### config.mk
export PLATFORM = sky130hd
export DESIGN_NAME = uhgl_host_end_flat
export DESIGN_NICKNAME = d
export VERILOG_FILES = /design/src/design/uhgl_pkg.sv /design/src/design/uhgl_link_if.sv /design/src/design/uhgl_uart_core.sv /design/src/design/uhgl_host_end.sv /design/src/flat_wrapper.sv
export SDC_FILE = /design/constraint.sdc
export NUM_CORES = 1
export LEC_CHECK = 0
export ABC_CLOCK_PERIOD_IN_PS = 6150
export CAP_MARGIN = 20
export CELL_PAD_IN_SITES_DETAIL_PLACEMENT = 1
export CELL_PAD_IN_SITES_GLOBAL_PLACEMENT = 2
export CORE_MARGIN = 1.5
export CORE_UTILIZATION = 42
export CTS_CLUSTER_DIAMETER = 50
export DETAILED_ROUTE_END_ITERATION = 12
export DONT_BUFFER_PORTS = 1
export HOLD_SLACK_MARGIN = 0.08
export PLACE_DENSITY_LB_ADDON = 0.1
export SLEW_MARGIN = 20
export SYNTH_ARGS = -nofsm -noshare
export SYNTH_HDL_FRONTEND = slang
export SYNTH_SLANG_ARGS = --single-unit
### constraint.sdc
create_clock -name core_clk -period 6.15 [get_ports core_clk]
set_clock_uncertainty 0.05 [all_clocks]
set_input_delay 0.615 -clock core_clk [delete_from_list [all_inputs] [get_ports core_clk]]
set_output_delay 0.615 -clock core_clk [all_outputs]
set_load 0.03 [all_outputs]
### src/design/uhgl_pkg.sv
package uhgl_pkg;
  // Core clock rate and line rates
  localparam int unsigned CLK_HZ        = 100_000_000;
  localparam int unsigned BAUD_HW       = 115_200;
  localparam int unsigned BAUD_SW       = 57_600;
  localparam int unsigned OVERSAMPLE    = 16;
  // Oversample tick divisors, rounded down
  localparam int unsigned DIV_HW        = CLK_HZ / (BAUD_HW * OVERSAMPLE);
  localparam int unsigned DIV_SW        = CLK_HZ / (BAUD_SW * OVERSAMPLE);
  localparam int unsigned DIV_W         = 16;
  // Character format: 8 data bits, no parity, 1 stop bit
  localparam int unsigned DATA_BITS     = 8;
  localparam int unsigned STOP_BITS     = 1;
  // Flow-control characters
  localparam logic [7:0]  XON_CHAR      = 8'h11;
  localparam logic [7:0]  XOFF_CHAR     = 8'h13;
  // Flow-control mode codes held in the nonvolatile settings
  localparam logic        MODE_HW       = 1'h0;
  localparam logic        MODE_SW       = 1'h1;
  // Controller register offsets
  localparam logic [3:0]  REG_CTRL      = 4'h0;
  localparam logic [3:0]  REG_STATUS    = 4'h1;
  localparam logic [3:0]  REG_IRQ_STAT  = 4'h2;
  localparam logic [3:0]  REG_IRQ_MASK  = 4'h3;
  localparam logic [3:0]  REG_TX_DATA   = 4'h4;
  localparam logic [3:0]  REG_RX_DATA   = 4'h5;
  // Control field positions
  localparam int unsigned CTRL_MODE     = 0;
  localparam int unsigned CTRL_RESET    = 1;
  localparam int unsigned CTRL_RX_STOP  = 2;
  // Interrupt bit positions
  localparam int unsigned IRQ_RX_DONE   = 0;
  localparam int unsigned IRQ_TX_DONE   = 1;
  localparam int unsigned IRQ_FRAME_ERR = 2;
  localparam int unsigned IRQ_W         = 3;
  // Reset values
  localparam logic [2:0]  CTRL_RESET_VAL = 3'h2;
  localparam logic [2:0]  MASK_RESET_VAL = 3'h0;
  // Transmitter and receiver state encodings
  typedef enum logic [3:0] {
    TX_IDLE  = 4'h1,
    TX_START = 4'h2,
    TX_DATA  = 4'h4,
    TX_STOP  = 4'h8
  } uhgl_tx_state_t;
  typedef enum logic [3:0] {
    RX_IDLE  = 4'h1,
    RX_START = 4'h2,
    RX_DATA  = 4'h4,
    RX_STOP  = 4'h8
  } uhgl_rx_state_t;
endpackage

### src/design/uhgl_link_if.sv
`timescale 1ns/1ps
// Serial lines between device and host
interface uhgl_link_if;
  logic deviceTxd;
  logic hostTxd;
  logic hostTxPermitN;
  logic deviceTxPermitN;
  logic chipResetN;
  modport device (output deviceTxd, input hostTxd, output hostTxPermitN,
                  input deviceTxPermitN, input chipResetN);
  modport host   (input deviceTxd, output hostTxd, input hostTxPermitN,
                  output deviceTxPermitN, output chipResetN);
endinterface

### src/design/uhgl_uart_core.sv
`timescale 1ns/1ps
// One full-duplex character engine shared by both ends
module uhgl_uart_core #(
  parameter int unsigned OVS = uhgl_pkg::OVERSAMPLE
) (
  // Clock and reset
  input  wire logic        core_clk,
  input  wire logic        resetn,
  // Configuration
  input  wire logic [15:0] divisor,
  input  wire logic        permitTx,
  // Transmit side
  input  wire logic        txValid,
  input  wire logic [7:0]  txData,
  output logic             txReady,
  output logic             txDone,
  output logic             serialOut,
  // Receive side
  input  wire logic        serialIn,
  output logic             rxValid,
  output logic [7:0]       rxData,
  output logic             frameErr
);
  import uhgl_pkg::*;

  if (OVS < 4 || OVS > 256) begin : g_ovs_check
    $error("OVS out of range");
  end

  logic [15:0]    tickCnt_reg;
  logic           tick;
  uhgl_tx_state_t txState_reg;
  logic [7:0]     txShift_reg;
  logic [7:0]     txOvs_reg;
  logic [2:0]     txBit_reg;
  uhgl_rx_state_t rxState_reg;
  logic [7:0]     rxShift_reg;
  logic [7:0]     rxOvs_reg;
  logic [2:0]     rxBit_reg;
  logic           rxMeta_reg;
  logic           rxSync_reg;
  logic           rxPrev_reg;
  localparam logic [7:0] OVS_LAST = 8'(OVS - 1);
  localparam logic [7:0] OVS_MID  = 8'(OVS / 2 - 1);

  // Oversample tick generator
  always_ff @(posedge core_clk) begin
    if (!resetn || tickCnt_reg >= divisor - 16'h0001) tickCnt_reg <= 16'h0000;
    else tickCnt_reg <= tickCnt_reg + 16'h0001;
  end
  assign tick = (tickCnt_reg >= divisor - 16'h0001);

  assign txReady = (txState_reg == TX_IDLE) && permitTx && tick; // [RQ6] full-length start bit

  // Transmitter: start low, 8 data LSB first, stop high
  always_ff @(posedge core_clk) begin
    if (!resetn) begin
      txState_reg <= TX_IDLE;
      serialOut   <= 1'b1;
      txShift_reg <= 8'h00;
      txOvs_reg   <= 8'h00;
      txBit_reg   <= 3'h0;
      txDone      <= 1'b0;
    end else begin
      txDone <= 1'b0;
      case (txState_reg)
        TX_IDLE: begin
          serialOut <= 1'b1; // [RQ1]
          if (txValid && txReady) begin
            txShift_reg <= txData;
            txOvs_reg   <= 8'h00;
            serialOut   <= 1'b0; // [RQ2]
            txState_reg <= TX_START;
          end
        end
        TX_START: if (tick) begin
          if (txOvs_reg == OVS_LAST) begin
            txOvs_reg   <= 8'h00;
            txBit_reg   <= 3'h0;
            serialOut   <= txShift_reg[0]; // [RQ3]
            txState_reg <= TX_DATA;
          end else txOvs_reg <= txOvs_reg + 8'h01;
        end
        TX_DATA: if (tick) begin
          if (txOvs_reg == OVS_LAST) begin
            txOvs_reg <= 8'h00;
            if (txBit_reg == 3'(DATA_BITS - 1)) begin // [RQ11]
              serialOut   <= 1'b1; // [RQ2]
              txState_reg <= TX_STOP;
            end else begin
              txBit_reg   <= txBit_reg + 3'h1;
              serialOut   <= txShift_reg[txBit_reg + 3'h1]; // [RQ3]
            end
          end else txOvs_reg <= txOvs_reg + 8'h01;
        end
        TX_STOP: if (tick) begin
          if (txOvs_reg == OVS_LAST) begin
            txDone      <= 1'b1;
            txState_reg <= TX_IDLE;
          end else txOvs_reg <= txOvs_reg + 8'h01;
        end
        default: txState_reg <= TX_IDLE;
      endcase
    end
  end

  // Two-stage synchroniser on the incoming line
  always_ff @(posedge core_clk) begin
    if (!resetn) begin
      rxMeta_reg <= 1'b1;
      rxSync_reg <= 1'b1;
      rxPrev_reg <= 1'b1;
    end else begin
      rxMeta_reg <= serialIn;
      rxSync_reg <= rxMeta_reg;
      rxPrev_reg <= rxSync_reg;
    end
  end

  // Receiver samples mid-bit; a low stop bit is a framing error
  always_ff @(posedge core_clk) begin
    if (!resetn) begin
      rxState_reg <= RX_IDLE;
      rxShift_reg <= 8'h00;
      rxOvs_reg   <= 8'h00;
      rxBit_reg   <= 3'h0;
      rxValid     <= 1'b0;
      rxData      <= 8'h00;
      frameErr    <= 1'b0;
    end else begin
      rxValid  <= 1'b0;
      frameErr <= 1'b0;
      case (rxState_reg)
        RX_IDLE: if (!rxSync_reg && rxPrev_reg) begin // Falling edge only: a low stop is no start
          rxOvs_reg   <= 8'h00;
          rxState_reg <= RX_START;
        end
        RX_START: if (tick) begin
          if (rxOvs_reg == OVS_MID) begin // [RQ16]
            rxOvs_reg <= 8'h00;
            rxBit_reg <= 3'h0;
            // Glitch shorter than half a bit is ignored
            rxState_reg <= rxSync_reg ? RX_IDLE : RX_DATA;
          end else rxOvs_reg <= rxOvs_reg + 8'h01;
        end
        RX_DATA: if (tick) begin
          if (rxOvs_reg == OVS_LAST) begin
            rxOvs_reg   <= 8'h00;
            rxShift_reg <= {rxSync_reg, rxShift_reg[7:1]}; // [RQ3]
            if (rxBit_reg == 3'(DATA_BITS - 1)) rxState_reg <= RX_STOP;
            else rxBit_reg <= rxBit_reg + 3'h1;
          end else rxOvs_reg <= rxOvs_reg + 8'h01;
        end
        RX_STOP: if (tick) begin
          if (rxOvs_reg == OVS_LAST) begin
            rxData      <= rxShift_reg;
            rxValid     <= rxSync_reg;
            frameErr    <= !rxSync_reg; // [RQ16]
            rxState_reg <= RX_IDLE;
          end else rxOvs_reg <= rxOvs_reg + 8'h01;
        end
        default: rxState_reg <= RX_IDLE;
      endcase
    end
  end
endmodule // uhgl_uart_core

### src/design/uhgl_host_end.sv
`timescale 1ns/1ps
// Host serial port with register control, XON/XOFF and device reset
module uhgl_host_end (
  // Clock and reset
  input  wire logic        core_clk,
  input  wire logic        resetn,
  // Link
  uhgl_link_if.host        link,
  // Register port
  input  wire logic [3:0]  regAddr,
  input  wire logic [31:0] regWdata,
  input  wire logic        regWr,
  input  wire logic        regRd,
  output logic [31:0]      regRdata,
  // Interrupt
  output logic             irq
);
  import uhgl_pkg::*;

  logic [2:0]         ctrl_reg;
  logic [IRQ_W-1:0]   irqStat_reg;
  logic [IRQ_W-1:0]   irqMask_reg;
  logic [7:0]         rxHold_reg;
  logic               rxFull_reg;
  logic               txPend_reg;
  logic [7:0]         txHold_reg;
  logic               permMeta_reg;
  logic               permSync_reg;
  logic               xoffSeen_reg;
  logic               permitTx;
  logic               coreTxReady;
  logic               txDone;
  logic               coreRxValid;
  logic [7:0]         coreRxData;
  logic               coreFrameErr;
  logic [IRQ_W-1:0]   evt;
  logic               isFlow;

  // Control, interrupt mask and transmit holding register
  always_ff @(posedge core_clk) begin
    if (!resetn) begin
      ctrl_reg    <= CTRL_RESET_VAL;
      irqMask_reg <= MASK_RESET_VAL;
      txPend_reg  <= 1'b0;
      txHold_reg  <= 8'h00;
    end else begin
      if (regWr && regAddr == REG_CTRL) ctrl_reg <= regWdata[2:0];
      if (regWr && regAddr == REG_IRQ_MASK) irqMask_reg <= regWdata[IRQ_W-1:0];
      if (regWr && regAddr == REG_TX_DATA) begin
        txPend_reg <= 1'b1;
        txHold_reg <= regWdata[7:0];
      end else if (txPend_reg && coreTxReady) txPend_reg <= 1'b0;
    end
  end

  assign isFlow = ctrl_reg[CTRL_MODE] == MODE_SW &&
                  (coreRxData == XON_CHAR || coreRxData == XOFF_CHAR);
  assign evt = {coreFrameErr, txDone, coreRxValid && !isFlow};

  // Set wins over a write-one clear in the same cycle
  always_ff @(posedge core_clk) begin
    if (!resetn) irqStat_reg <= '0;
    else irqStat_reg <= (irqStat_reg & ~((regWr && regAddr == REG_IRQ_STAT)
                         ? regWdata[IRQ_W-1:0] : '0)) | evt;
  end
  assign irq = |(irqStat_reg & irqMask_reg);

  // Receive holding register; reading it frees the slot
  always_ff @(posedge core_clk) begin
    if (!resetn) begin
      rxHold_reg <= 8'h00;
      rxFull_reg <= 1'b0;
    end else if (coreRxValid && !isFlow) begin
      rxHold_reg <= coreRxData;
      rxFull_reg <= 1'b1;
    end else if (regRd && regAddr == REG_RX_DATA) rxFull_reg <= 1'b0;
  end

  // Read data one cycle after the strobe
  always_ff @(posedge core_clk) begin
    if (!resetn) regRdata <= 32'h0000_0000;
    else if (!regRd) regRdata <= 32'h0000_0000;
    else if (regAddr == REG_CTRL) regRdata <= {29'h0, ctrl_reg};
    else if (regAddr == REG_STATUS) regRdata <= {28'h0, xoffSeen_reg, !permitTx, rxFull_reg, txPend_reg};
    else if (regAddr == REG_IRQ_STAT) regRdata <= {29'h0, irqStat_reg};
    else if (regAddr == REG_IRQ_MASK) regRdata <= {29'h0, irqMask_reg};
    else if (regAddr == REG_RX_DATA) regRdata <= {24'h0, rxHold_reg};
    else regRdata <= 32'h0000_0000;
  end

  // Device request line synchronised
  always_ff @(posedge core_clk) begin
    if (!resetn) begin
      permMeta_reg <= 1'b1;
      permSync_reg <= 1'b1;
    end else begin
      permMeta_reg <= link.hostTxPermitN;
      permSync_reg <= permMeta_reg;
    end
  end

  // XOFF from the device pauses us in software mode
  always_ff @(posedge core_clk) begin
    if (!resetn) xoffSeen_reg <= 1'b0;
    else if (coreRxValid && ctrl_reg[CTRL_MODE] == MODE_SW) begin
      if (coreRxData == XOFF_CHAR) xoffSeen_reg <= 1'b1; // [RQ8]
      else if (coreRxData == XON_CHAR) xoffSeen_reg <= 1'b0;
    end
  end

  assign permitTx = (ctrl_reg[CTRL_MODE] == MODE_HW) ? !permSync_reg : !xoffSeen_reg; // [RQ5]

  // Outgoing handshake and device reset pins, active low
  always_ff @(posedge core_clk) begin
    if (!resetn) begin
      link.deviceTxPermitN <= 1'b1;
      link.chipResetN      <= 1'b0;
    end else begin
      link.deviceTxPermitN <= ctrl_reg[CTRL_RX_STOP] || rxFull_reg; // [RQ4]
      link.chipResetN      <= !ctrl_reg[CTRL_RESET]; // [RQ13]
    end
  end

  uhgl_uart_core #(.OVS(OVERSAMPLE)) uCore ( // [RQ12]
    .core_clk  (core_clk),
    .resetn    (resetn),
    .divisor   (ctrl_reg[CTRL_MODE] == MODE_HW ? 16'(DIV_HW) : 16'(DIV_SW)), // [RQ9] [RQ10]
    .permitTx  (permitTx),
    .txValid   (txPend_reg),
    .txData    (txHold_reg),
    .txReady   (coreTxReady),
    .txDone    (txDone),
    .serialOut (link.hostTxd), // [RQ1] [RQ2] [RQ3] [RQ11]
    .serialIn  (link.deviceTxd),
    .rxValid   (coreRxValid),
    .rxData    (coreRxData),
    .frameErr  (coreFrameErr)
  );
endmodule // uhgl_host_end

### src/flat_wrapper.sv
// flat-port wrapper written by rule: the top's interface ports become plain ports
module uhgl_host_end_flat import uhgl_pkg::*;
  (core_clk, resetn, regAddr, regWdata, regWr, regRd, regRdata, irq, link_deviceTxd, link_hostTxd, link_hostTxPermitN, link_deviceTxPermitN, link_chipResetN);
  uhgl_link_if link_i ();
  input  wire logic core_clk;
  input  wire logic resetn;
  input  wire logic [3:0] regAddr;
  input  wire logic [31:0] regWdata;
  input  wire logic regWr;
  input  wire logic regRd;
  output logic [31:0] regRdata;
  output logic irq;
  input wire logic [$bits(link_i.deviceTxd)-1:0] link_deviceTxd;
  output wire logic [$bits(link_i.hostTxd)-1:0] link_hostTxd;
  input wire logic [$bits(link_i.hostTxPermitN)-1:0] link_hostTxPermitN;
  output wire logic [$bits(link_i.deviceTxPermitN)-1:0] link_deviceTxPermitN;
  output wire logic [$bits(link_i.chipResetN)-1:0] link_chipResetN;
  assign link_i.deviceTxd = link_deviceTxd;
  assign link_hostTxd = link_i.hostTxd;
  assign link_i.hostTxPermitN = link_hostTxPermitN;
  assign link_deviceTxPermitN = link_i.deviceTxPermitN;
  assign link_chipResetN = link_i.chipResetN;
  uhgl_host_end u_core (.core_clk(core_clk), .resetn(resetn), .link(link_i), .regAddr(regAddr), .regWdata(regWdata), .regWr(regWr), .regRd(regRd), .regRdata(regRdata), .irq(irq));
endmodule
# Word-level counts from Yosys, hierarchy flattened
# Cells that the tools add are included.
# word_totals
regBits,141
word_cells,208
# op_classes
addsub,6
order_cmp,2
n_eq_ne,41
n_mux,69
n_bitwise,7
n_reduce_logical,50
# op_table
op,n
two-way mux 8 bit,12
two-way mux 4 bit,20
two-way mux 3 bit,13
"inequality test 2 bit, second input constant",19
one-hot mux 4 bit (4 select lines),2
one-hot mux 8 bit (4 select lines),1
one-hot mux 8 bit (3 select lines),1
AND reduction 6 bit,3
"adder 16 x 1 -> 16 bit, second input constant",1
"adder 8 x 1 -> 8 bit, second input constant",2
"== test 4 x 2 -> 1 bit, second input constant",4
"== test 4 x 3 -> 1 bit, second input constant",4
"== test 8 x 4 -> 1 bit, second input constant",2
"== test 8 x 5 -> 1 bit, second input constant",2
>= comparator 16 bit,1
AND reduction 8 bit,2
"subtractor 16 x 1 -> 16 bit, second input constant",1
two-way mux 1 bit,15
"== test 4 x 1 -> 1 bit, second input constant",3
logical AND 1 bit,12
one-hot mux 3 bit (2 select lines),2
AND reduction 5 bit,2
nonzero test 2 bit,5
AND reduction 3 bit,3
24 further kinds,43

# Logic depth before layout (Yosys ltp)
# depth
depth_word,7
ltp_mapped,10
mapped_depth_nobuf,8

# Hierarchy
# A second synthesis with hierarchy kept.
# hier_totals
cells_unflattened,696
hier_area_um2,6095.8
# by_module_without_submodules
module,instances,cells_per_inst,area_each_um2,seq_area_each_um2
uhgl_uart_core,1,489,4257.8,1541.5
uhgl_host_end,1,207,1838.0,800.8

# Worst setup path after synthesis
# Ideal clock, no wire load.
# synth_path
path_kind,register -> register
start,register u_core.ctrl_reg[0]
end,register u_core.uCore.txState_reg[1]
t_arrival_ns,2.154
setup_slack_ns,3.827
stages_incl_launch_ff,10
synth_period_minus_slack_ns,2.323
path_cell_list,dfxtp_1 inv_1 ha_1 nor4_1 nand3_1 a21oi_1 buf_2 a21oi_1 buf_2 o221a_2
# synth_between
elab_chain_len,7
elab_cells_between_ends,12
classes_between,add/sub: 1; order compare: 1; eq/ne: 4; mux: 2; reduce/logical: 4
# synth_rtl
element,line_no,source
start: declaration,uhgl_host_end.sv:20,logic [2:0] ctrl_reg;
start signal: assignment,uhgl_host_end.sv:47,if (regWr && regAddr == REG_CTRL) ctrl_reg <= regWdata[2:0];
two-way mux 7 bit,uhgl_host_end.sv:127,".divisor (ctrl_reg[CTRL_MODE] == MODE_HW ? 16'(DIV_HW) : 16'(DIV_SW)),"
subtractor 16 x 1 -> 16 bit,uhgl_uart_core.sv:51,assign tick = (tickCnt_reg >= divisor - 16'h0001);
>= comparator 16 bit,uhgl_uart_core.sv:51,
logical AND 1 bit,uhgl_uart_core.sv:53,assign txReady = (txState_reg == TX_IDLE) && permitTx && tick;
logical AND 1 bit,uhgl_uart_core.sv:69,if (txValid && txReady) begin
inequality test 2 x 1 -> 1 bit (no source line),-,
AND reduction 8 bit (no source line) (*),-,
end signal: assignment,uhgl_uart_core.sv:58,txState_reg <= TX_IDLE;
end signal: assignment,uhgl_uart_core.sv:73,txState_reg <= TX_START;
end signal: assignment,uhgl_uart_core.sv:81,txState_reg <= TX_DATA;
end: declaration,uhgl_uart_core.sv:32,uhgl_tx_state_t txState_reg;
# Mark *: on every way between the ends. The rest lies on a longest branch, timed or not.
# A chain may end at the register's enable or synchronous reset.

# Worst setup path in the final report
# layout_path
start,register u_core.ctrl_reg[0]
end,register u_core.uCore.txShift_reg[6]
# layout_between
elab_chain_len,6
elab_cells_between_ends,8
classes_between,add/sub: 1; order compare: 1; mux: 2; reduce/logical: 4
# layout_rtl
element,line_no,source
two-way mux 7 bit,uhgl_host_end.sv:127,
subtractor 16 x 1 -> 16 bit,uhgl_uart_core.sv:51,
>= comparator 16 bit,uhgl_uart_core.sv:51,
logical AND 1 bit (*),uhgl_uart_core.sv:53,
logical AND 1 bit (*),uhgl_uart_core.sv:69,
AND reduction 2 bit (no source line) (*),-,
end signal: assignment,uhgl_uart_core.sv:70,txShift_reg <= txData;
end: declaration,uhgl_uart_core.sv:33,logic [7:0] txShift_reg;
# Marked as above.

==> run summary <==
The dominant register cell in the synthesized netlist is sky130_fd_sc_hd__dfxtp_1. The critical path goes through inv_1, ha_1, nand2_1, o21ai_0, nand3_2, a21oi_2, mux2i_1, nor2_1. The net total in the final layout came out at 650. The xor/xnor share of the synthesized area came out at 2.46%. Counting flops and latches in the post-synthesis netlist gives 117.

The kind of cell with the highest combined delay along the critical path is compound AO/OA/AOI/OAI gates. The synthesis-to-finish area growth is 11.8%. The static leakage is 2.16 nW. The maximum number of pins on one net before global-route repair came out at 57. The slew at the pin closest to its max-slew limit is 0.859 ns. The proportion of synthesized chip area in sequential cells came out at 43.9%. In this run the power density over the cells is between 200 and 300 nW/um2. The number of rows created at floorplan came out at 40. The first routing iteration left 205 violations.

Routability-driven placement finished with a final weighted congestion of about 0.80. The Yosys step of the flow raised 0 warnings. Counting flops with an async set or reset pin after synthesis yields a share of 0%. The number of fillers in the final layout came out at 1,440. Static timing analysis puts the maximum clock frequency at 0.325 GHz. The library cell used most frequently in the layout, excluding fill and tap cells, is sky130_fd_sc_hd__dfxtp_1. The share of the synthesized area in compound gates (AO/OA/AOI/OAI) is 13.6%. The slack of the critical path is about 3 ns.

The area of the placeable core came out at 12,200 um2. The number of global-route vias before repair is 4,124. The synthesized design contains 0 enable-type register cells.

Dividing the detail-routed wire length by the instance count gives 15.7 um. The sort of element at the end of the critical path is a flop. The clock passes through at most 2 buffers. The post-synthesis cell type count is 66. The final routed DRC violation total came out at 0. The arrival time reported for the critical path endpoint is 3.30 ns. Setup violations remaining at the end of the flow were counted as 0.

The top fanout value on the critical path is 18. The fraction of final layout cells with drive strength greater than 1 is 8.07%. The worst setup path is of the reg -> reg kind. The relative slew slack is 42.7%.

The pre-antenna-repair detailed-routing pass consisted of 4 iterations. The post-synthesis share of cell area spent on and, or, nand and nor gates is 21.8%. Of the post-synthesis cell area, the part taken by muxes is about a tenth. The number of antenna repair diodes is 0. The number of max-slew violations in the final report came out at 0. Across the run, the number of max-cap violations was 0. The count of buffer and inverter cells on the critical path is 1. The final setup TNS came out at 0 ns. The post-route worst hold slack came out at 0.232 ns.

The initial standard-cell utilization of the core is 43.7%. The clock latency of the later-clocked register in the worst-skew pair came out at 0.42 ns. The clock tree from TritonCTS is built. Wires add up to 12,200 um. The number of hold buffers added after CTS was 0. The biggest cell delay along the critical path is 0.76 ns. The global-route wire length before repair is 20,400 um. On the critical path, the stage with the largest delay is an instance of sky130_fd_sc_hd__a21oi_2. The number of port buffers came out at 0. The library cells used most frequently in the layout, excluding fill and tap cells, are 117 x sky130_fd_sc_hd__dfxtp_1, 76 x sky130_fd_sc_hd__nor2_1, 47 x sky130_fd_sc_hd__nand2_1.

The die extent in x is 116 um. The aggregate global-route resource usage is 19.7%. The register with the most flip-flops in the layout has 16 of them.

The initial antenna violation count was 0. In this run the number of H-tree levels came out at 4. The number of sinks handled by clock tree synthesis is 117. The number of instances resized during post-cts repair came out at 0. In the finished design, the share of the clock period the worst path needs comes to about half. The worst min-delay path class is in -> reg.

Prior to clock tree synthesis, the placed netlist has a worst setup slack of ~3.1 ns. Setup repair after global routing left no endpoint under its margin. The count of final hold-check violations is 0. The placed instances occupy a cell area of 5400 um2.

By area, the combinational part of the netlist is dominated by simple AND/OR/NAND/NOR gates. Clock tree synthesis selected as its root buffer the cell sky130_fd_sc_hd__clkbuf_16. In this run the vertical extent of the chip is around 120 um. The number of buffers created by CTS is 17. The finished cells cover slightly below 6000 um2. After layout, the minimum clock period comes to 3.08 ns.

The die covers 13,400 um2. The worst setup path is launched from a flop. After synthesis, the mean cell area works out to 9.02 um2.

IR analysis of the VDD net gives a maximum drop of 0.182 mV. The area share of fa/ha/maj cells after synthesis is 2.82%. The endpoint required time on the critical path is 6.37 ns.

The I/O pin total came out at 78. The run finished with clean final reports. The total congestion overflow is 0. The antenna violation net count after detailed routing is 0. Synthesis produced 591 cells. After synthesis the cells add up to 5330 um2. Summed over all nets, the half-perimeter wirelength after detailed placement is 8490 um.

The total via count after detailed routing came out at 4,084. The clock transition time at the flip-flop clock pins of the worst setup and hold paths came out at 0.05 ns. The via count normalized by instance count came out at between 5 and 6. Post-CTS timing repair inserted 0 buffers for setup.
## area by class of cell
cell class	count	area, um2	area share, %
clock buffer	23	488	8.18
clock inverter	7	73.8	1.24
inverter	8	30.0	0.503
multi-input combinational	449	2800	46.9
sequential	117	2340	39.3
tap	168	210	3.52
timing repair buffer	3	22.5	0.378
## power by group
part / leakage (nW) / internal (mW) / switching (mW)
registers: 0.947 / 0.767 / 0.00750
logic: 0.952 / 0.0146 / 0.0443
clock network: 0.263 / 0.592 / 0.338
total: 2.16 / 1.37 / 0.390
## through the flow
stage / power (mW) / util, % / cells
2_1_floorplan: 0.854 / - / 622
3_3_place_gp: 0.847 / 44.1 / 744
3_5_place_dp: 0.848 / 44.2 / 744
4_1_cts: 1.79 / 48.8 / 774
5_1_grt: 1.82 / 48.8 / 775
6_report: 1.76 / 48.8 / 775
## path summary, 6_finish.rpt
kind	from	end	slack, ns	cells past startpoint
setup / recovery	u_core.ctrl_reg[0]$_SDFFE_PN0P_	u_core.uCore.txShift_reg[6]$_SDFFE_PN0P_	3.07	8
hold / removal	resetn	u_core.uCore.rxSync_reg$_SDFF_PN1_	0.23	1
setup reg to reg	u_core.ctrl_reg[0]$_SDFFE_PN0P_	u_core.uCore.txShift_reg[6]$_SDFFE_PN0P_	3.07	8
hold reg to reg	u_core.uCore.rxMeta_reg$_SDFF_PN1_	u_core.uCore.rxSync_reg$_SDFF_PN1_	0.37	1
## synth_stat cells (4+ instances only)
master                     instances  area share (%)
sky130_fd_sc_hd__and2_1            7            0.82
sky130_fd_sc_hd__xor2_1            8             1.3
sky130_fd_sc_hd__a21oi_1          41             3.8
sky130_fd_sc_hd__nand2b_1         15             1.8
sky130_fd_sc_hd__o21ai_0          23             2.2
sky130_fd_sc_hd__or3_1             5            0.59
sky130_fd_sc_hd__a22oi_1           4            0.56
sky130_fd_sc_hd__and3_1            9             1.1
sky130_fd_sc_hd__buf_1             5            0.35
sky130_fd_sc_hd__xnor2_1           7             1.1
sky130_fd_sc_hd__dfxtp_1         117              44
sky130_fd_sc_hd__a211oi_1         13             1.8
sky130_fd_sc_hd__buf_2             4            0.38
sky130_fd_sc_hd__nand2_1          47             3.3
sky130_fd_sc_hd__mux2i_1          46             8.6
sky130_fd_sc_hd__nor2b_1           7            0.82
sky130_fd_sc_hd__nand3_1          29             2.7
sky130_fd_sc_hd__inv_1             8            0.56
sky130_fd_sc_hd__clkbuf_1         14            0.99
sky130_fd_sc_hd__buf_4            24             3.4
sky130_fd_sc_hd__ha_1             12             2.8
sky130_fd_sc_hd__nor4b_1           4            0.66
sky130_fd_sc_hd__nor3_1            9            0.84
sky130_fd_sc_hd__nor2_1           76             5.3
## routing by layer
metal | share of wire (%) | track usage, % | vias up
met4 | 1.4 | 7.07 | 0
met1 | 47 | 24.6 | 1980
li1 | - | - | 2037
met2 | 49 | 32.7 | 52
met5 | 0 | 0 | -
met3 | 2.9 | 5.33 | 15
## logic make-up after synthesis
logic type,Yosys count
muxes,48
adders and majority gates,12
AOI/OAI and AO/OA,111
buffers and inverters,56
DFF,117
xor gates and xnor gates,15
and+or+nand+nor,231
other,1
Power figures use the tool's default switching activity.
